<file path="config.mk">
export PLATFORM = sky130hd
export DESIGN_NAME = async_serial_port
export DESIGN_NICKNAME = d
export VERILOG_FILES = /design/src/core/asp_pkg.sv /design/src/core/async_serial_port.sv
export VERILOG_INCLUDE_DIRS = /design/src /design/src/core
export SDC_FILE = /design/constraint.sdc
export NUM_CORES = 1
export LEC_CHECK = 0
export BUFFER_PORTS_ARGS = -buffer_cell sky130_fd_sc_hd__buf_4
export CAP_MARGIN = 20
export CORE_MARGIN = 3
export CORE_UTILIZATION = 50
export DETAILED_ROUTE_END_ITERATION = 16
export PLACE_DENSITY = 0.77
export SLEW_MARGIN = 20
export SYNTH_ARGS = -nofsm -noshare
export SYNTH_HDL_FRONTEND = slang
export SYNTH_SLANG_ARGS = --single-unit
export TNS_END_PERCENT = 20
</file>
<file path="constraint.sdc">
create_clock -name mclk -period 8.3 [get_ports mclk]
set_input_delay 1.66 -clock mclk [delete_from_list [all_inputs] [get_ports mclk]]
set_output_delay 1.66 -clock mclk [all_outputs]
set_load 0.01 [all_outputs]
</file>
<file path="src/core/asp_defs.svh">
`ifndef ASP_DEFS_SVH
`define ASP_DEFS_SVH
// ----------------------------------------
// register offsets
// ----------------------------------------
`define ASP_OFS_FMT 16'h7050
`define ASP_OFS_CTL1 16'h7051
`define ASP_OFS_BAUDH 16'h7052
`define ASP_OFS_BAUDL 16'h7053
`define ASP_OFS_CTL2 16'h7054
`define ASP_OFS_RXST 16'h7055
`define ASP_OFS_RXEMU 16'h7056
`define ASP_OFS_RXBUF 16'h7057
`define ASP_OFS_TXBUF 16'h7059
// ----------------------------------------
// field positions
// ----------------------------------------
`define ASP_FMT_STOP 7
`define ASP_FMT_EVEN 6
`define ASP_FMT_PAREN 5
`define ASP_FMT_ADDRMODE 3
`define ASP_CTL1_ERRIE 6
`define ASP_CTL1_SWRST 5
`define ASP_CTL1_CLKEN 4
`define ASP_CTL1_TRANSMIT_WAKE_REQUEST 3
`define ASP_CTL1_SLEEP 2
`define ASP_CTL1_TXEN 1
`define ASP_CTL1_RXEN 0
// ----------------------------------------
// reset values and timing
// ----------------------------------------
`define ASP_RST_BYTE 8'h00
`define ASP_IDLE_BITS 4'hB
`define ASP_ZERO_DIV 16'h0001
`endif

</file>
<file path="src/core/asp_pkg.sv">
// ----------------------------------------
// types
// ----------------------------------------
package asp_pkg;
  typedef enum logic [2:0] {
    TX_IDLE = 3'b000,
    TX_GAP = 3'b001,
    TX_START = 3'b010,
    TX_DATA = 3'b011,
    TX_ADDR = 3'b100,
    TX_PAR = 3'b101,
    TX_STOP = 3'b110
  } asp_tx_state_t;
  typedef struct packed {
    logic [15:0] addr;
    logic [7:0] wdata;
    logic wr;
    logic rd;
  } asp_bus_req_t;
endpackage : asp_pkg

</file>
<file path="src/core/async_serial_port.sv">
// The strobed register port was chosen for this implementation.
`timescale 1ns/1ps
`include "asp_defs.svh"
// What this block does
// - transmit one or two stop bits per stop bit; receiver checks one stop bit
// - parity sense: odd at 0, even at 1, on transmit and receive
// - parity enable switches parity; address bit counts in parity when on
// - unused upper bits of short characters are left out of parity
// - parity off means no parity bit sent or expected
// - protocol select: idle-line at 0, address-bit with extra bit at 1
// - character length is length field plus one, 1 to 8 bits
// - short characters right-justified, upper bits zero in main receive buffer
// - error interrupt requested while error summary set and enable high
// - soft reset low clears state machines and receive flags, sets transmit flags
// - soft reset leaves configuration bits untouched
// - logic stays in reset while soft reset bit is zero
// - clock enable bit selects internal serial clock onto serial clock pin
// - idle-line wake plus buffer write sends eleven idle bits first
// - address-bit wake plus buffer write sets frame address bit
// - transmit wake is set-only, cleared by reset or transfer to wake temp
// - sleep suppresses ready and error flags until an address is seen
// - transmitter drives only while enabled, finishing written data first
// - receiver enable gates buffer transfers and interrupts, shifter keeps going
// - baud is clock over (divisor+1)*8, or over 16 for divisor zero
module async_serial_port (
  // clock and reset
  input wire logic mclk,
  input wire logic rst_n,
  // register port
  input wire asp_pkg::asp_bus_req_t busReq,
  output logic [7:0] rdData,
  // serial pins
  input wire logic receivePin,
  output logic transmitPin,
  output logic serialClockPin,
  output logic serialClockOe,
  // interrupt requests
  output logic rxFaultIrq
);
  // ----------------------------------------
  // configuration registers
  // ----------------------------------------
  logic [7:0] fmt_q;
  logic [7:0] ctl1_q;
  logic [15:0] baud_q;
  logic [1:0] ctl2En_q;
  logic [7:0] txBuf_q;
  logic txFull_q;
  logic txBufWake_q;
  logic wakeTemp_q;
  logic txBufEn_q;
  logic txLoad;
  logic [7:0] rxBuf_q;
  logic [7:0] rxEmu_q;
  logic receive_ready_flag_q, brk_q, fe_q, oe_q, pe_q, receive_wake_flag_q;
  // decoded requests
  wire wrFmt = busReq.wr && busReq.addr == `ASP_OFS_FMT;
  wire wrCtl1 = busReq.wr && busReq.addr == `ASP_OFS_CTL1;
  wire wrTx = busReq.wr && busReq.addr == `ASP_OFS_TXBUF;
  wire rdRxBuf = busReq.rd && busReq.addr == `ASP_OFS_RXBUF;
  wire wrBaudH = busReq.wr && busReq.addr == `ASP_OFS_BAUDH;
  wire wrBaudL = busReq.wr && busReq.addr == `ASP_OFS_BAUDL;
  wire wrCtl2 = busReq.wr && busReq.addr == `ASP_OFS_CTL2;
  // wake bit is set-only; a software set wins over the load clear
  wire wakeNext = (ctl1_q[`ASP_CTL1_TRANSMIT_WAKE_REQUEST] && !txLoad) || busReq.wdata[`ASP_CTL1_TRANSMIT_WAKE_REQUEST];
  wire swRun = ctl1_q[`ASP_CTL1_SWRST];
  wire [3:0] charLen = {1'b0, fmt_q[2:0]} + 4'h1;
  wire parOn = fmt_q[`ASP_FMT_PAREN];
  wire addrMode = fmt_q[`ASP_FMT_ADDRMODE];
  wire [7:0] lenMask = 8'hFF >> (4'h8 - charLen);
  // parity of masked data plus optional address bit, sense applied
  function automatic logic parBit(input logic [7:0] d, input logic [7:0] m, input logic a, input logic even);
    parBit = ^(d & m) ^ a ^ ~even;
  endfunction : parBit
  // ----------------------------------------
  // baud divider
  // ----------------------------------------
  logic [15:0] divCnt_q;
  logic [2:0] sub_q;
  logic bitTick;
  wire [15:0] divTop = (baud_q == 16'h0000) ? `ASP_ZERO_DIV : baud_q;
  wire divWrap = divCnt_q == divTop;
  // eight sub-ticks per bit; divisor zero runs at the /16 rate
  always_ff @(posedge mclk or negedge rst_n) begin
    if (!rst_n) begin
      divCnt_q <= 16'h0000;
      sub_q <= 3'h0;
    end else if (!swRun || divWrap) begin
      divCnt_q <= 16'h0000;
      sub_q <= swRun ? sub_q + 3'h1 : 3'h0;
    end else begin
      divCnt_q <= divCnt_q + 16'h0001;
    end
  end
  wire subTick = swRun && divWrap;
  assign bitTick = subTick && sub_q == 3'h7;
  // ----------------------------------------
  // register writes
  // ----------------------------------------
  always_ff @(posedge mclk or negedge rst_n) begin
    if (!rst_n) begin
      fmt_q <= `ASP_RST_BYTE;
      ctl1_q <= `ASP_RST_BYTE;
      baud_q <= 16'h0000;
      ctl2En_q <= 2'h0;
    end else begin
      if (wrFmt) fmt_q <= busReq.wdata;
      if (wrCtl1) ctl1_q <= {1'b0, busReq.wdata[6:4], wakeNext, busReq.wdata[2:0]};
      else if (txLoad) ctl1_q[`ASP_CTL1_TRANSMIT_WAKE_REQUEST] <= 1'b0;
      // divisor bytes pair into one 16-bit value
      if (wrBaudH) baud_q[15:8] <= busReq.wdata;
      if (wrBaudL) baud_q[7:0] <= busReq.wdata;
      if (wrCtl2) ctl2En_q <= busReq.wdata[1:0];
    end
  end
  // ----------------------------------------
  // transmitter
  // ----------------------------------------
  asp_pkg::asp_tx_state_t txSt_q;
  logic [7:0] txSh_q;
  logic [3:0] txCnt_q;
  logic txPar_q;
  // a character written while enabled still goes out after the enable drops
  assign txLoad = txSt_q == asp_pkg::TX_IDLE && txFull_q && (ctl1_q[`ASP_CTL1_TXEN] || txBufEn_q) && bitTick;
  // buffer holds one character and latches the wake request and the enable
  always_ff @(posedge mclk or negedge rst_n) begin
    if (!rst_n) begin
      txBuf_q <= `ASP_RST_BYTE;
      txFull_q <= 1'b0;
      txBufWake_q <= 1'b0;
      txBufEn_q <= 1'b0;
    end else if (!swRun) begin
      txFull_q <= 1'b0;
    end else if (wrTx) begin
      txBuf_q <= busReq.wdata;
      txFull_q <= 1'b1;
      txBufWake_q <= ctl1_q[`ASP_CTL1_TRANSMIT_WAKE_REQUEST];
      txBufEn_q <= ctl1_q[`ASP_CTL1_TXEN];
    end else if (txLoad) begin
      txFull_q <= 1'b0;
    end
  end
  // frame sequencer
  always_ff @(posedge mclk or negedge rst_n) begin
    if (!rst_n) begin
      txSt_q <= asp_pkg::TX_IDLE;
      txSh_q <= 8'h00;
      txCnt_q <= 4'h0;
      txPar_q <= 1'b0;
      wakeTemp_q <= 1'b0;
      transmitPin <= 1'b1;
    end else if (!swRun) begin
      txSt_q <= asp_pkg::TX_IDLE;
      transmitPin <= 1'b1;
    end else if (txLoad) begin
      txSh_q <= txBuf_q;
      wakeTemp_q <= txBufWake_q;
      txPar_q <= parBit(txBuf_q, lenMask, addrMode & txBufWake_q, fmt_q[`ASP_FMT_EVEN]);
      txCnt_q <= 4'h0;
      if (!addrMode && txBufWake_q) begin
        txSt_q <= asp_pkg::TX_GAP;
        transmitPin <= 1'b1;
      end else begin
        txSt_q <= asp_pkg::TX_START;
        transmitPin <= 1'b0;
      end
    end else if (bitTick) begin
      case (txSt_q)
        asp_pkg::TX_GAP: begin
          if (txCnt_q == `ASP_IDLE_BITS - 4'h1) begin
            txSt_q <= asp_pkg::TX_START;
            txCnt_q <= 4'h0;
            transmitPin <= 1'b0;
          end else begin
            txCnt_q <= txCnt_q + 4'h1;
          end
        end
        asp_pkg::TX_START, asp_pkg::TX_DATA: begin
          if (txSt_q == asp_pkg::TX_DATA && txCnt_q == charLen) begin
            txCnt_q <= 4'h0;
            if (addrMode) begin
              txSt_q <= asp_pkg::TX_ADDR;
              transmitPin <= wakeTemp_q;
            end else if (parOn) begin
              txSt_q <= asp_pkg::TX_PAR;
              transmitPin <= txPar_q;
            end else begin
              txSt_q <= asp_pkg::TX_STOP;
              transmitPin <= 1'b1;
            end
          end else begin
            txSt_q <= asp_pkg::TX_DATA;
            transmitPin <= txSh_q[0];
            txSh_q <= {1'b0, txSh_q[7:1]};
            txCnt_q <= txCnt_q + 4'h1;
          end
        end
        asp_pkg::TX_ADDR: begin
          txSt_q <= parOn ? asp_pkg::TX_PAR : asp_pkg::TX_STOP;
          transmitPin <= parOn ? txPar_q : 1'b1;
        end
        asp_pkg::TX_PAR: begin
          txSt_q <= asp_pkg::TX_STOP;
          transmitPin <= 1'b1;
        end
        asp_pkg::TX_STOP: begin
          if (txCnt_q == {3'h0, fmt_q[`ASP_FMT_STOP]}) begin
            txSt_q <= asp_pkg::TX_IDLE;
            txCnt_q <= 4'h0;
          end else begin
            txCnt_q <= txCnt_q + 4'h1;
          end
        end
        default: txSt_q <= asp_pkg::TX_IDLE;
      endcase
    end
  end
  wire txEmpty = !txFull_q && txSt_q == asp_pkg::TX_IDLE;
  // ----------------------------------------
  // receiver
  // ----------------------------------------
  logic rxS1_q, rxS2_q;
  always_ff @(posedge mclk or negedge rst_n) begin
    if (!rst_n) begin
      rxS1_q <= 1'b1;
      rxS2_q <= 1'b1;
    end else begin
      rxS1_q <= receivePin;
      rxS2_q <= rxS1_q;
    end
  end
  logic rxBusy_q;
  logic [2:0] rxSub_q;
  logic [3:0] rxCnt_q;
  logic [7:0] rxSh_q;
  logic rxAddr_q;
  logic rxParAcc_q;
  logic [3:0] lowBits_q;
  wire [3:0] rxFrameLen = charLen + {3'h0, addrMode} + {3'h0, parOn};
  wire rxMid = rxBusy_q && subTick && rxSub_q == 3'h3;
  wire rxDone = rxMid && rxCnt_q == rxFrameLen + 4'h1;
  wire stopBad = rxDone && !rxS2_q;
  wire parBad = parOn && (rxParAcc_q ^ ~fmt_q[`ASP_FMT_EVEN]);
  wire awake = !ctl1_q[`ASP_CTL1_SLEEP] || (addrMode ? rxAddr_q : lowBits_q >= `ASP_IDLE_BITS - 4'h1);
  wire rxDeliver = rxDone && rxS2_q && ctl1_q[`ASP_CTL1_RXEN] && !brk_q && awake;
  wire brkSeen = rxBusy_q && subTick && rxSub_q == 3'h3 && lowBits_q == 4'hF;
  // shifter samples mid-bit and runs whatever the enable
  always_ff @(posedge mclk or negedge rst_n) begin
    if (!rst_n) begin
      rxBusy_q <= 1'b0;
      rxSub_q <= 3'h0;
      rxCnt_q <= 4'h0;
      rxSh_q <= 8'h00;
      rxAddr_q <= 1'b0;
      rxParAcc_q <= 1'b0;
      lowBits_q <= 4'h0;
    end else if (!swRun) begin
      rxBusy_q <= 1'b0;
      lowBits_q <= 4'h0;
    end else if (!rxBusy_q) begin
      if (!rxS2_q) begin
        rxBusy_q <= 1'b1;
        rxSub_q <= 3'h0;
        rxCnt_q <= 4'h0;
        rxSh_q <= 8'h00;
        rxParAcc_q <= 1'b0;
      end else if (bitTick && lowBits_q != 4'hF) begin
        lowBits_q <= lowBits_q + 4'h1;
      end
    end else if (subTick) begin
      rxSub_q <= rxSub_q + 3'h1;
      if (rxSub_q == 3'h3) begin
        rxCnt_q <= rxCnt_q + 4'h1;
        if (rxCnt_q >= 4'h1 && rxCnt_q <= charLen) begin
          rxSh_q[rxCnt_q[2:0] - 3'h1] <= rxS2_q;
          rxParAcc_q <= rxParAcc_q ^ rxS2_q;
        end else if (addrMode && rxCnt_q == charLen + 4'h1) begin
          rxAddr_q <= rxS2_q;
          rxParAcc_q <= rxParAcc_q ^ rxS2_q;
        end else if (rxCnt_q != 4'h0 && rxCnt_q <= rxFrameLen) begin
          rxParAcc_q <= rxParAcc_q ^ rxS2_q;
        end
        if (rxDone) begin
          rxBusy_q <= 1'b0;
          lowBits_q <= 4'h0;
        end
      end
    end
  end
  // status flags; hardware set wins over a read clear
  always_ff @(posedge mclk or negedge rst_n) begin
    if (!rst_n) begin
      {receive_ready_flag_q, brk_q, fe_q, oe_q, pe_q, receive_wake_flag_q} <= 6'h00;
      rxBuf_q <= 8'h00;
      rxEmu_q <= 8'h00;
    end else if (!swRun) begin
      {receive_ready_flag_q, brk_q, fe_q, oe_q, pe_q, receive_wake_flag_q} <= 6'h00;
    end else begin
      if (rdRxBuf) receive_ready_flag_q <= 1'b0;
      if (stopBad && ctl1_q[`ASP_CTL1_RXEN] && awake) fe_q <= 1'b1;
      if (brkSeen && fe_q) brk_q <= 1'b1;
      if (rxDeliver) begin
        rxBuf_q <= rxSh_q & lenMask;
        rxEmu_q <= rxSh_q;
        receive_ready_flag_q <= 1'b1;
        receive_wake_flag_q <= addrMode ? rxAddr_q : lowBits_q >= `ASP_IDLE_BITS - 4'h1;
        if (receive_ready_flag_q && !rdRxBuf) oe_q <= 1'b1;
        if (parBad) pe_q <= 1'b1;
      end
    end
  end
  wire rxErr = brk_q | fe_q | oe_q | pe_q;
  // ----------------------------------------
  // read mux and outputs
  // ----------------------------------------
  wire [7:0] rdMux =
    busReq.addr == `ASP_OFS_FMT ? fmt_q :
    busReq.addr == `ASP_OFS_CTL1 ? {1'b0, ctl1_q[6:0]} :
    busReq.addr == `ASP_OFS_BAUDH ? baud_q[15:8] :
    busReq.addr == `ASP_OFS_BAUDL ? baud_q[7:0] :
    busReq.addr == `ASP_OFS_CTL2 ? {!txFull_q || !swRun, txEmpty || !swRun, 4'h0, ctl2En_q} :
    busReq.addr == `ASP_OFS_RXST ? {rxErr, receive_ready_flag_q, brk_q, fe_q, oe_q, pe_q, receive_wake_flag_q, 1'b0} :
    busReq.addr == `ASP_OFS_RXEMU ? rxEmu_q :
    busReq.addr == `ASP_OFS_RXBUF ? rxBuf_q : 8'h00;
  // read data stand one cycle after the strobe
  always_ff @(posedge mclk or negedge rst_n) begin
    if (!rst_n) begin
      rdData <= 8'h00;
      rxFaultIrq <= 1'b0;
      serialClockPin <= 1'b0;
      serialClockOe <= 1'b0;
    end else begin
      rdData <= busReq.rd ? rdMux : 8'h00;
      rxFaultIrq <= rxErr && ctl1_q[`ASP_CTL1_ERRIE] && ctl1_q[`ASP_CTL1_RXEN];
      serialClockOe <= ctl1_q[`ASP_CTL1_CLKEN];
      serialClockPin <= ctl1_q[`ASP_CTL1_CLKEN] && sub_q[2];
    end
  end
endmodule : async_serial_port

</file>
### After elaboration in Yosys (flattened, before gate mapping)

Index checks and enable logic that the tools add are counted.

| cells by class | value |
|---|---|
| multipliers | 0 |
| multiplexer cells | 96 |
| eq/ne operators | 47 |
| shifts and indexed selects | 1 |
| divide/modulo/power cells | 0 |
| bitwise gates (word level) | 12 |
| reduce and logical (&&, ||, !) cells | 76 |
| add/subtract/negate cells | 13 |
| $lt $le $gt $ge | 6 |

Operators by type and width:

| operator | count |
|---|---|
| $eq 16x15->1 const B | 9 |
| $mux 8 | 18 |
| $mux 4 | 16 |
| $mux 1 | 42 |
| $logic_and 1x1->1 | 38 |
| $mux 16 | 2 |
| $mux 3 | 10 |
| $add 4x1->4 const B | 5 |
| $add 16x1->16 const B | 1 |
| $and 8x8->8 | 2 |
| $eq 16x16->1 | 1 |
| $logic_not 16->1 | 1 |
| $ne 2x1->1 const B | 8 |
| $ne 3x1->1 const B | 5 |
| $pmux 3 s5 | 1 |
| $reduce_and 5->1 | 3 |
| $eq 3x3->1 const B | 4 |
| $eq 4x4->1 | 3 |
| $ne 4x4->1 const B | 3 |
| $pmux 4 s3 | 1 |
| $reduce_and 3->1 | 4 |
| $reduce_and 2->1 | 5 |
| $eq 3x2->1 const B | 3 |
| $add 4x1->4 | 2 |
| 35 further kinds | 64 |

| word-level totals | value |
|---|---|
| memory bits (read-only) | 0 |
| word-level logic and storage cells | 290 |
| memories | 0 |
| bits in writable memories | 0 |
| input bits | 29 |
| output and inout bits | 12 |
| bits in latches | 0 |
| flip-flop bits (word level) | 138 |

### Depth between registers and ports, before layout

Gate-level depths: netlist of run 1.

| depth | value |
|---|---|
| depth in word-level cells | 13 |
| depth in mapped cells | 14 |
| gate-level depth less buffers | 13 |

### Worst setup path before layout of run 1

Ideal clock, no wire load.

| timing path | value |
|---|---|
| kind | in2reg |
| start point | input busReq[10] in the netlist's numbering |
| end point | register txBuf_q[0] |
| cell stages on the path | 6 |
| buffers on the path | 2 |
| library setup time | 0.125 ns |
| slack | 4.880 ns |
| data required time | 8.175 ns |
| data arrival time | 3.295 ns |
| path through | clkbuf_1 nor2b_1 nand4_1 nor2_1 clkbuf_1 mux2_2 |

| on the way | value |
|---|---|
| longest elaborated chain between the ends | 3 |

Ends and longest elaborated chain:

| item | RTL line | source |
|---|---|---|
| from (decl) | async_serial_port.sv:30 | `input wire asp_pkg::asp_bus_req_t busReq,` |
| $eq 16x15->1 (no source line) | -- |  |
| $logic_and 1x1->1 (no source line) | -- |  |
| $reduce_and 2->1 (no source line) | -- |  |
| to (signal assigned) | async_serial_port.sv:128 | `` txBuf_q <= `ASP_RST_BYTE; `` |
| to (signal assigned) | async_serial_port.sv:135 | `txBuf_q <= busReq.wdata;` |
| to (decl) | async_serial_port.sv:47 | `logic [7:0] txBuf_q;` |

Every way passes these cells.
A chain may end at the register's enable or synchronous reset.

### Worst setup path after layout of run 1

| timing path | value |
|---|---|
| start point | register fmt_q[0] |
| end point | register rxEmu_q[5] |

| on the way | value |
|---|---|
| longest elaborated chain between the ends | 11 |

Ends and longest elaborated chain:

| item | RTL line | source |
|---|---|---|
| from (decl) | async_serial_port.sv:43 | `logic [7:0] fmt_q;` |
| from (signal assigned) | async_serial_port.sv:102 | `` fmt_q <= `ASP_RST_BYTE; `` |
| from (signal assigned) | async_serial_port.sv:107 | `if (wrFmt) fmt_q <= busReq.wdata;` |
| $add 3x1->4 | async_serial_port.sv:67 | `wire [3:0] charLen = {1'b0, fmt_q[2:0]} + 4'h1;` |
| $add 4x1->4 (2 in a row) | async_serial_port.sv:239 | `wire [3:0] rxFrameLen = charLen + {3'h0, addrMode} + {3'h0, parOn};` |
| $add 4x1->4 | async_serial_port.sv:241 | `wire rxDone = rxMid && rxCnt_q == rxFrameLen + 4'h1;` |
| $eq 4x4->1 | async_serial_port.sv:241 |  |
| $logic_and 1x1->1 | async_serial_port.sv:241 |  |
| $logic_and 1x1->1 (4 in a row) | async_serial_port.sv:245 | `` wire rxDeliver = rxDone && rxS2_q && ctl1_q[`ASP_CTL1_RXEN] && !brk_q && awake; `` |
| $reduce_and 2->1 (no source line) | -- |  |
| to (signal assigned) | async_serial_port.sv:304 | `rxEmu_q <= rxSh_q;` |
| to (decl) | async_serial_port.sv:54 | `logic [7:0] rxEmu_q;` |

Every way passes these cells.

==> flow_summary.html, run 1 <==
<table>
<tr><th>Metric</th><th>Value</th></tr>
<tr><th colspan="2">Pwr</th></tr>
<tr><td>Sequential power share</td><td>0.443</td></tr>
<tr><td>Static leakage</td><td>between 4 and 5 nW</td></tr>
<tr><td>Combinational share of power</td><td>0.028</td></tr>
<tr><td>Total chip power</td><td>1.52 mW</td></tr>
<tr><td>P per Cell Area</td><td>roughly 170 mW/mm2</td></tr>
<tr><td>Max VDD drop</td><td>0.149 mV</td></tr>
<tr><td>Power share of the clock group</td><td>0.529</td></tr>
<tr><td>Switch share</td><td>0.218</td></tr>
<tr><td>Int Power</td><td>between 1 and 1.5 mW</td></tr>
<tr><td>Power dissipated by switching net loads</td><td>between 0.3 and 0.4 mW</td></tr>
<tr><th colspan="2">GRT</th></tr>
<tr><td>Maximum number of pins on one net before global-route repair</td><td>76</td></tr>
<tr><td>Grt total ovfl</td><td>0</td></tr>
<tr><td>Combined global-route utilization of all metal layers</td><td>0.242</td></tr>
<tr><td>Via count of the first global-routing pass</td><td>5,814</td></tr>
<tr><td>Number of antenna violations at the first check in global routing</td><td>0</td></tr>
<tr><td>Wire length of the first global-routing pass</td><td>~32,000 um</td></tr>
<tr><th colspan="2">Setup path</th></tr>
<tr><td>Max FO, Critical Path</td><td>29</td></tr>
<tr><td>Cell with the biggest individual delay on the critical path</td><td>sky130_fd_sc_hd__or3_2</td></tr>
<tr><td>Worst path arrival time</td><td>around 4400 ps</td></tr>
<tr><td>Cell breakdown of the critical path</td><td>ha_1, inv_1, ha_1, nand3b_2, xnor2_4, xnor3_1, or4_4, nand4b_4, or3_2, mux2_4</td></tr>
<tr><td>Critical Path Most Common Cell</td><td>sky130_fd_sc_hd__ha_1</td></tr>
<tr><td>Type of element launching the critical path</td><td>register</td></tr>
<tr><td>Number of buffer and inverter instances along the worst setup path</td><td>1</td></tr>
<tr><td>Cell family contributing the most delay on the critical path</td><td>simple AND/OR/NAND/NOR gates</td></tr>
<tr><td>Crit end category</td><td>register</td></tr>
<tr><td>Crit path largest cell delay</td><td>roughly 740 ps</td></tr>
<tr><td>Class of the most critical setup path</td><td>reg2reg</td></tr>
<tr><td>Critical path required time</td><td>roughly 8600 ps</td></tr>
<tr><th colspan="2">Clock tree</th></tr>
<tr><td>Clock root buffer</td><td>sky130_fd_sc_hd__clkbuf_16</td></tr>
<tr><td>Level count of the clock H-tree</td><td>4</td></tr>
<tr><td>Setup Fix Bufs, Post-CTS</td><td>0</td></tr>
<tr><td>Resize count post-CTS</td><td>0</td></tr>
<tr><td>Clock tree from TritonCTS</td><td>yes</td></tr>
<tr><td>Insertion delay of the later-clocked pin in the worst-skew pair</td><td>430 ps</td></tr>
<tr><td>Number of hold buffers added after CTS</td><td>0</td></tr>
<tr><td>Total number of clock tree sinks</td><td>around 140</td></tr>
<tr><td>Clock-pin transition on the worst setup and hold timing paths</td><td>around 60 ps</td></tr>
<tr><td>Clock Tree Buf Depth</td><td>2</td></tr>
<tr><td>Number of buffers created by CTS</td><td>17</td></tr>
<tr><th colspan="2">Floorplanning</th></tr>
<tr><td>Overall die area</td><td>0.0172 mm2</td></tr>
<tr><td>Number of ports placed on the die boundary</td><td>41</td></tr>
<tr><td>Starting Density</td><td>0.512</td></tr>
<tr><td>Die height</td><td>roughly 130 um</td></tr>
<tr><td>Floorplan Core Area</td><td>~0.015 mm2</td></tr>
<tr><td>Die Wd</td><td>131 um</td></tr>
<tr><td>Number of standard-cell rows in the floorplan</td><td>45</td></tr>
<tr><th colspan="2">STA</th></tr>
<tr><td>Min Hold Slack</td><td>about 360 ps</td></tr>
<tr><td>Final min period</td><td>~4000 ps</td></tr>
<tr><td>Final Hold Fails</td><td>0</td></tr>
<tr><td>Final clock period utilization by the worst path</td><td>0.488</td></tr>
<tr><td>Tightest slew margin relative to the limit</td><td>0.253</td></tr>
<tr><td>Slew Viols, Final</td><td>0</td></tr>
<tr><td>Final setup TNS</td><td>0 ps</td></tr>
<tr><td>Transition at the pin with the smallest max-transition slack</td><td>approximately 1100 ps</td></tr>
<tr><td>Setup Viol. Count Final</td><td>0</td></tr>
<tr><td>Achievable Freq</td><td>around 250 MHz</td></tr>
<tr><td>RSZ-0062 raised after global routing</td><td>no</td></tr>
<tr><td>Final setup skew</td><td>9.92 ps</td></tr>
<tr><th colspan="2">Synthesis</th></tr>
<tr><td>Most instantiated flip-flop cell in the synthesis netlist</td><td>sky130_fd_sc_hd__dfrtp_1</td></tr>
<tr><td>Post-synth cell types</td><td>approximately 70</td></tr>
<tr><td>Sequential element share of the synthesized area</td><td>0.443</td></tr>
<tr><td>Netlist area before placement</td><td>a little under 0.008 mm2</td></tr>
<tr><td>Warnings from Yosys</td><td>0</td></tr>
<tr><td>Asr flop ratio synth</td><td>1.00</td></tr>
<tr><td>Synth Instances</td><td>785</td></tr>
<tr><td>Syn Area/Cell</td><td>9.95 um2</td></tr>
<tr><td>Register bit count reported by yosys</td><td>138</td></tr>
<tr><td>Post-Syn Nets</td><td>846</td></tr>
<tr><td>Number of flops mapped to enable cells by yosys</td><td>0</td></tr>
<tr><th colspan="2">Detailed routing</th></tr>
<tr><td>Routed vias</td><td>roughly 6,100</td></tr>
<tr><td>Number of violations reported at the end of detailed-routing iteration 0</td><td>497</td></tr>
<tr><td>Remaining number of nets flagged by the antenna check after routing</td><td>0</td></tr>
<tr><td>Wirelength per Cell</td><td>19.0 um</td></tr>
<tr><td>Number of optimization iterations in the first detailed-route pass</td><td>5</td></tr>
<tr><td>Detailed-route vias per instance</td><td>a little under 6</td></tr>
<tr><td>Total wirelength of the detailed-routed design</td><td>roughly 20,000 um</td></tr>
<tr><td>Residual DRC count</td><td>0</td></tr>
<tr><th colspan="2">Final layout</th></tr>
<tr><td>Most common library cell in the layout ignoring fill and taps</td><td>sky130_fd_sc_hd__dfrtp_1</td></tr>
<tr><td>Share of final-layout standard cells stronger than drive strength 1</td><td>0.183</td></tr>
<tr><td>Area overhead of the layout relative to synthesis</td><td>14.0%</td></tr>
<tr><td>Commonest cells after routing, fill and taps aside</td><td>sky130_fd_sc_hd__dfrtp_1 (135), sky130_fd_sc_hd__nand2_1 (97), sky130_fd_sc_hd__o21ai_0 (65)</td></tr>
<tr><td>Antenna diode count</td><td>0</td></tr>
<tr><td>Final Net Count</td><td>880</td></tr>
<tr><th colspan="2">Worst hold path</th></tr>
<tr><td>Hold Path Class</td><td>reg2reg</td></tr>
<tr><th colspan="2">Placement</th></tr>
<tr><td>Port buffer count</td><td>40</td></tr>
<tr><td>Half-perimeter wire length of the detailed placement result</td><td>about 14,000 um</td></tr>
<tr><td>Placer Congestion</td><td>between 0.9 and 1</td></tr>
<tr><th colspan="2">Status</th></tr>
<tr><td>Outcome</td><td>completed</td></tr>
<tr><th colspan="2">Job</th></tr>
<tr><td>Max-cap violation count</td><td>0</td></tr>
</table>
-- metrics by stage --
step,std cells,utilization,worst slack [ps],cell area [um2]
2_1_floorplan,785,-,4880,7810
3_3_place_gp,1011,0.542,4290,8270
3_5_place_dp,1011,0.542,4150,8270
4_1_cts,1043,0.583,4130,8900
5_1_grt,1043,0.584,4050,8910
6_report,1043,0.584,4250,8910
-- cell families (layout without fill, tap and decap cells) --
group	after synthesis	in the layout	share of synthesized area
AND/OR/NAND/NOR	288	288	0.187
XOR/XNOR	59	59	0.0703
buffers and inverters	54	101	0.0288
adder cells (fa/ha/maj)	32	32	0.0522
flip-flops	138	138	0.443
multiplexers	73	73	0.111
AO/OA/AOI/OAI	141	141	0.109
-- power by group through the flow --
stage / Combinational, mW / Sequential (mW) / Clock [mW]
6_report: 0.0431 / 0.675 / 0.806
5_1_grt: 0.0474 / 0.674 / 0.843
4_1_cts: 0.0434 / 0.675 / 0.813
3_5_place_dp: 0.0432 / 0.687 / 0
3_3_place_gp: 0.0430 / 0.687 / 0
2_1_floorplan: 0.0104 / 0.687 / 0
-- registers in the layout, indices dropped and copies added, names as in the netlist, 4 cells and up --
name	cells
rxEmu_q	8
baud_q	16
txCnt_q	4
lowBits_q	4
fmt_q	8
rxCnt_q	4
txBuf_q	8
rdData	8
rxSh_q	8
txSh_q	8
ctl1_q	7
rxBuf_q	8
divCnt_q	16
-- Yosys cell counts, types with 4 or more instances --
master                       n  share of area
sky130_fd_sc_hd__a21oi_1    20          0.013
sky130_fd_sc_hd__a22o_1      5         0.0056
sky130_fd_sc_hd__a31o_2      5         0.0056
sky130_fd_sc_hd__and3_1      7         0.0056
sky130_fd_sc_hd__clkbuf_1   19         0.0091
sky130_fd_sc_hd__dfrtp_1   135           0.43
sky130_fd_sc_hd__ha_1       31          0.050
sky130_fd_sc_hd__inv_1      26          0.012
sky130_fd_sc_hd__mux2_2     45          0.065
sky130_fd_sc_hd__mux2_4      8          0.015
sky130_fd_sc_hd__mux2i_1    17          0.022
sky130_fd_sc_hd__nand2_1    97          0.047
sky130_fd_sc_hd__nand2b_1    9         0.0072
sky130_fd_sc_hd__nand3_1    30          0.019
sky130_fd_sc_hd__nand4_1     9         0.0072
sky130_fd_sc_hd__nor2_1     62          0.030
sky130_fd_sc_hd__nor2b_1     7         0.0056
sky130_fd_sc_hd__nor3_1     15         0.0096
sky130_fd_sc_hd__nor4_1      9         0.0072
sky130_fd_sc_hd__nor4b_1     4         0.0045
sky130_fd_sc_hd__o21a_1      4         0.0038
sky130_fd_sc_hd__o21ai_0    65          0.042
sky130_fd_sc_hd__o21ai_1    10         0.0064
sky130_fd_sc_hd__o31ai_1     7         0.0067
sky130_fd_sc_hd__or2_2       4         0.0032
sky130_fd_sc_hd__or3_1       8         0.0064
sky130_fd_sc_hd__xnor2_1    27          0.030
sky130_fd_sc_hd__xor2_1     30          0.034
-- metal layers --
layer  part of all wire  vias to the layer above  track usage
li1                   -                     2845            -
met1               0.46                     3046        0.361
met2               0.45                      212        0.351
met3              0.065                       36       0.0443
met4              0.021                        0       0.0877
met5                  0                        -            0
-- worst paths after layout --
| check | from | endpoint | slack, ps | cells after the start |
|---|---|---|---|---|
| worst min register to register | rxS1_q | rxS2_q | 360 | 0 |
| worst max register to register | fmt_q[0] | rxEmu_q[5] | 4250 | 10 |
| worst min-delay path | rxS1_q | rxS2_q | 360 | 0 |
| max in group asynchronous | rst_n | txBuf_q[2] | 5770 | 2 |
| worst max-delay path | fmt_q[0] | rxEmu_q[5] | 4250 | 10 |
| min in group asynchronous | rst_n | sub_q[1] | 1250 | 1 |
-- final cells by class --
cell class / count / area [um2]
fillers: 1301 / 6350
multi-input cells: 593 / 4140
flip-flops and latches: 138 / 3460
clock buffers: 18 / 429
repair buffers: 43 / 327
well taps: 211 / 264
clock inverters: 14 / 196
inverters: 26 / 97.6
No activity file was read; power rests on OpenSTA's default activity.
==> inputs of run 2 (changes only) <==
- PLACE_DENSITY: 0.77 -> 0.8
- clock period: 8.3 -> 3.6 ns (I/O delays scaled with it)
==> flow_summary.html, run 2 (synthesis results as in run 1) <==
<table>
<tr><th>Metric</th><th>Value</th></tr>
<tr><th colspan="2">Final layout</th></tr>
<tr><td>Share of final-layout standard cells stronger than drive strength 1</td><td>0.203 (+0.0204)</td></tr>
<tr><td>Antenna diode count</td><td>0 (unchanged)</td></tr>
<tr><td>Cell area after layout</td><td>0.00908 mm2 (+2.0%)</td></tr>
<tr><td>Most common library cell in the layout ignoring fill and taps</td><td>sky130_fd_sc_hd__dfrtp_1</td></tr>
<tr><td>Area overhead of the layout relative to synthesis</td><td>16.3%</td></tr>
<tr><td>Final Core Density</td><td>0.595 (+0.0115)</td></tr>
<tr><td>Cell Count, Final, Fillers Out</td><td>1,063 (+1.9%)</td></tr>
<tr><td>Final Net Count</td><td>900 (+2.3%)</td></tr>
<tr><td>Commonest cells after routing, fill and taps aside</td><td>sky130_fd_sc_hd__dfrtp_1 (134), sky130_fd_sc_hd__nand2_1 (97), sky130_fd_sc_hd__o21ai_0 (65)</td></tr>
<tr><td>Registers with the most flip-flops</td><td>baud_q x16, divCnt_q x16</td></tr>
<tr><th colspan="2">Clock tree</th></tr>
<tr><td>Clock tree from TritonCTS</td><td>yes</td></tr>
<tr><td>Number of hold buffers added after CTS</td><td>0 (unchanged)</td></tr>
<tr><td>Total number of clock tree sinks</td><td>138 (unchanged)</td></tr>
<tr><td>Level count of the clock H-tree</td><td>4 (unchanged)</td></tr>
<tr><td>Insertion delay of the later-clocked pin in the worst-skew pair</td><td>430 ps (about the same)</td></tr>
<tr><td>Clock-pin transition on the worst setup and hold timing paths</td><td>60 ps (about the same)</td></tr>
<tr><td>Setup Fix Bufs, Post-CTS</td><td>0 (unchanged)</td></tr>
<tr><td>Number of buffers created by CTS</td><td>17 (unchanged)</td></tr>
<tr><td>Clock Tree Buf Depth</td><td>2 (unchanged)</td></tr>
<tr><td>Clock root buffer</td><td>sky130_fd_sc_hd__clkbuf_16</td></tr>
<tr><th colspan="2">Placement</th></tr>
<tr><td>Total placed cells including tap cells</td><td>1,031 (+2.0%)</td></tr>
<tr><td>Placer Congestion</td><td>0.932 (-4.9%)</td></tr>
<tr><td>Port buffer count</td><td>40 (unchanged)</td></tr>
<tr><td>Pre-CTS setup slack</td><td>51.6 ps (-4100 ps)</td></tr>
<tr><td>Half-perimeter wire length of the detailed placement result</td><td>14,600 um (+0.95%)</td></tr>
<tr><td>Area of placed instances</td><td>0.00845 mm2 (+2.1%)</td></tr>
<tr><th colspan="2">Detailed routing</th></tr>
<tr><td>Detailed-route vias per instance</td><td>5.91 (+0.37%)</td></tr>
<tr><td>Wirelength per Cell</td><td>18.8 um (-1.3%)</td></tr>
<tr><td>Routed vias</td><td>6,280 (+2.3%)</td></tr>
<tr><td>Residual DRC count</td><td>0 (unchanged)</td></tr>
<tr><td>Number of optimization iterations in the first detailed-route pass</td><td>6 (+1)</td></tr>
<tr><td>Total wirelength of the detailed-routed design</td><td>20,000 um (+0.55%)</td></tr>
<tr><td>Number of violations reported at the end of detailed-routing iteration 0</td><td>595 (+20%)</td></tr>
<tr><td>Remaining number of nets flagged by the antenna check after routing</td><td>0 (unchanged)</td></tr>
<tr><th colspan="2">STA</th></tr>
<tr><td>Tightest slew margin relative to the limit</td><td>0.356 (+0.102)</td></tr>
<tr><td>Final Hold Fails</td><td>0 (unchanged)</td></tr>
<tr><td>Final setup TNS</td><td>0 ps (unchanged)</td></tr>
<tr><td>Slew Viols, Final</td><td>0 (unchanged)</td></tr>
<tr><td>Fin worst setup slack</td><td>113 ps (-4140 ps)</td></tr>
<tr><td>Achievable Freq</td><td>287 MHz (+16%)</td></tr>
<tr><td>Final setup skew</td><td>10.3 ps (+0.401 ps)</td></tr>
<tr><td>Setup Viol. Count Final</td><td>0 (unchanged)</td></tr>
<tr><td>Final min period</td><td>3490 ps (-561 ps)</td></tr>
<tr><td>Final clock period utilization by the worst path</td><td>0.969 (+0.481)</td></tr>
<tr><td>Min Hold Slack</td><td>305 ps (-53.9 ps)</td></tr>
<tr><td>Transition at the pin with the smallest max-transition slack</td><td>958 ps (-153 ps)</td></tr>
<tr><td>RSZ-0062 raised after global routing</td><td>no</td></tr>
<tr><th colspan="2">Setup path</th></tr>
<tr><td>Crit end category</td><td>register</td></tr>
<tr><td>CP startpoint</td><td>fmt_q[0]</td></tr>
<tr><td>Type of element launching the critical path</td><td>register</td></tr>
<tr><td>Worst path arrival time</td><td>3790 ps (-570 ps)</td></tr>
<tr><td>Critical path required time</td><td>3900 ps (-4710 ps)</td></tr>
<tr><td>Worst flop-to-flop path startpoint</td><td>fmt_q[0]</td></tr>
<tr><td>Max FO, Critical Path</td><td>29 (unchanged)</td></tr>
<tr><td>Class of the most critical setup path</td><td>reg2reg</td></tr>
<tr><th colspan="2">GRT</th></tr>
<tr><td>Wire length of the first global-routing pass</td><td>32,700 um (+3.4%)</td></tr>
<tr><td>Number of antenna violations at the first check in global routing</td><td>0 (unchanged)</td></tr>
<tr><td>Maximum number of pins on one net before global-route repair</td><td>78 (+2.6%)</td></tr>
<tr><td>Combined global-route utilization of all metal layers</td><td>0.246 (+0.00479)</td></tr>
<tr><td>Via count of the first global-routing pass</td><td>6,091 (+4.8%)</td></tr>
<tr><td>Grt total ovfl</td><td>0 (unchanged)</td></tr>
<tr><th colspan="2">Floorplanning</th></tr>
<tr><td>Starting Density</td><td>0.512 (unchanged)</td></tr>
<tr><td>Number of ports placed on the die boundary</td><td>41 (unchanged)</td></tr>
<tr><td>Overall die area</td><td>0.0172 mm2 (unchanged)</td></tr>
<tr><td>Die height</td><td>131 um (unchanged)</td></tr>
<tr><td>Die Wd</td><td>131 um (unchanged)</td></tr>
<tr><td>Floorplan Core Area</td><td>0.0153 mm2 (unchanged)</td></tr>
<tr><td>Number of standard-cell rows in the floorplan</td><td>45 (unchanged)</td></tr>
<tr><th colspan="2">Pwr</th></tr>
<tr><td>Static leakage</td><td>4.23 nW (+2.8%)</td></tr>
<tr><td>Total chip power</td><td>3.49 mW (+130%)</td></tr>
<tr><td>Combinational share of power</td><td>0.029 (about the same)</td></tr>
<tr><td>P per Cell Area</td><td>384 mW/mm2 (+120%)</td></tr>
<tr><td>Power share of the clock group</td><td>0.525 (-0.004)</td></tr>
<tr><td>Sequential power share</td><td>0.446 (+0.003)</td></tr>
<tr><td>Max VDD drop</td><td>0.332 mV (+120%)</td></tr>
<tr><td>Int Power</td><td>2.76 mW (+130%)</td></tr>
<tr><td>Switch share</td><td>0.208 (-0.00971)</td></tr>
<tr><td>Power dissipated by switching net loads</td><td>0.726 mW (+120%)</td></tr>
<tr><th colspan="2">Job</th></tr>
<tr><td>Max-cap violation count</td><td>0 (unchanged)</td></tr>
<tr><th colspan="2">Worst hold path</th></tr>
<tr><td>Hold Path Class</td><td>in2async</td></tr>
<tr><th colspan="2">Status</th></tr>
<tr><td>Outcome</td><td>completed</td></tr>
</table>
run 2: power groups by stage:
stage,logic (mW),registers (mW),clock network [mW]
detailed placement,0.102,1.58,0
CTS,0.102,1.56,1.85
finish,0.102,1.56,1.83
global placement,0.102,1.58,0
global route,0.112,1.55,1.92
floorplan,0.0240,1.58,0
run 2: worst max-delay path: stages, from the launching register on:
cell,delay [ps]
sky130_fd_sc_hd__dfrtp_2,430
sky130_fd_sc_hd__inv_1,100
sky130_fd_sc_hd__ha_1,380
sky130_fd_sc_hd__ha_1,270
sky130_fd_sc_hd__xnor2_1,170
sky130_fd_sc_hd__nor3_2,160
sky130_fd_sc_hd__xnor3_1,260
sky130_fd_sc_hd__or4_4,540
sky130_fd_sc_hd__nand4b_4,180
sky130_fd_sc_hd__or3_1,370
sky130_fd_sc_hd__buf_12,190
sky130_fd_sc_hd__mux2_4,310
run 2: final cells by class:
type | instances | area, um2
timing repair buffer | 63 | 502
multi-input combinational | 593 | 4140
sequential | 138 | 3460
fill | 1258 | 6180
inverter | 26 | 97.6
clock buffer | 20 | 447
clock inverter | 12 | 173
tap | 211 | 264
run 2: path summary, 6_finish.rpt:
kind                                 to  slack [ps]  depth (start not counted)
max                          rxEmu_q[5]         110                         11
min                        divCnt_q[12]         300                          1
max in group asynchronous   transmitPin        2430                          2
min in group mclk                rxS2_q         360                          0
max reg2reg                  rxEmu_q[5]         110                         11
min reg2reg                      rxS2_q         360                          0
run 2: what timing repair did:
item | 4_1_cts | 5_1_grt
resized for setup | 1 | 3
endpoints found under the hold margin | 0 | 0
setup endpoints to repair | 8 | 9
run 2: metal layers:
metal,track usage,vias to the layer above,share of wire
li1,-,2885,-
met1,0.355,3115,0.44
met2,0.369,244,0.46
met3,0.0589,36,0.071
met4,0.0762,0,0.023
met5,0,-,0
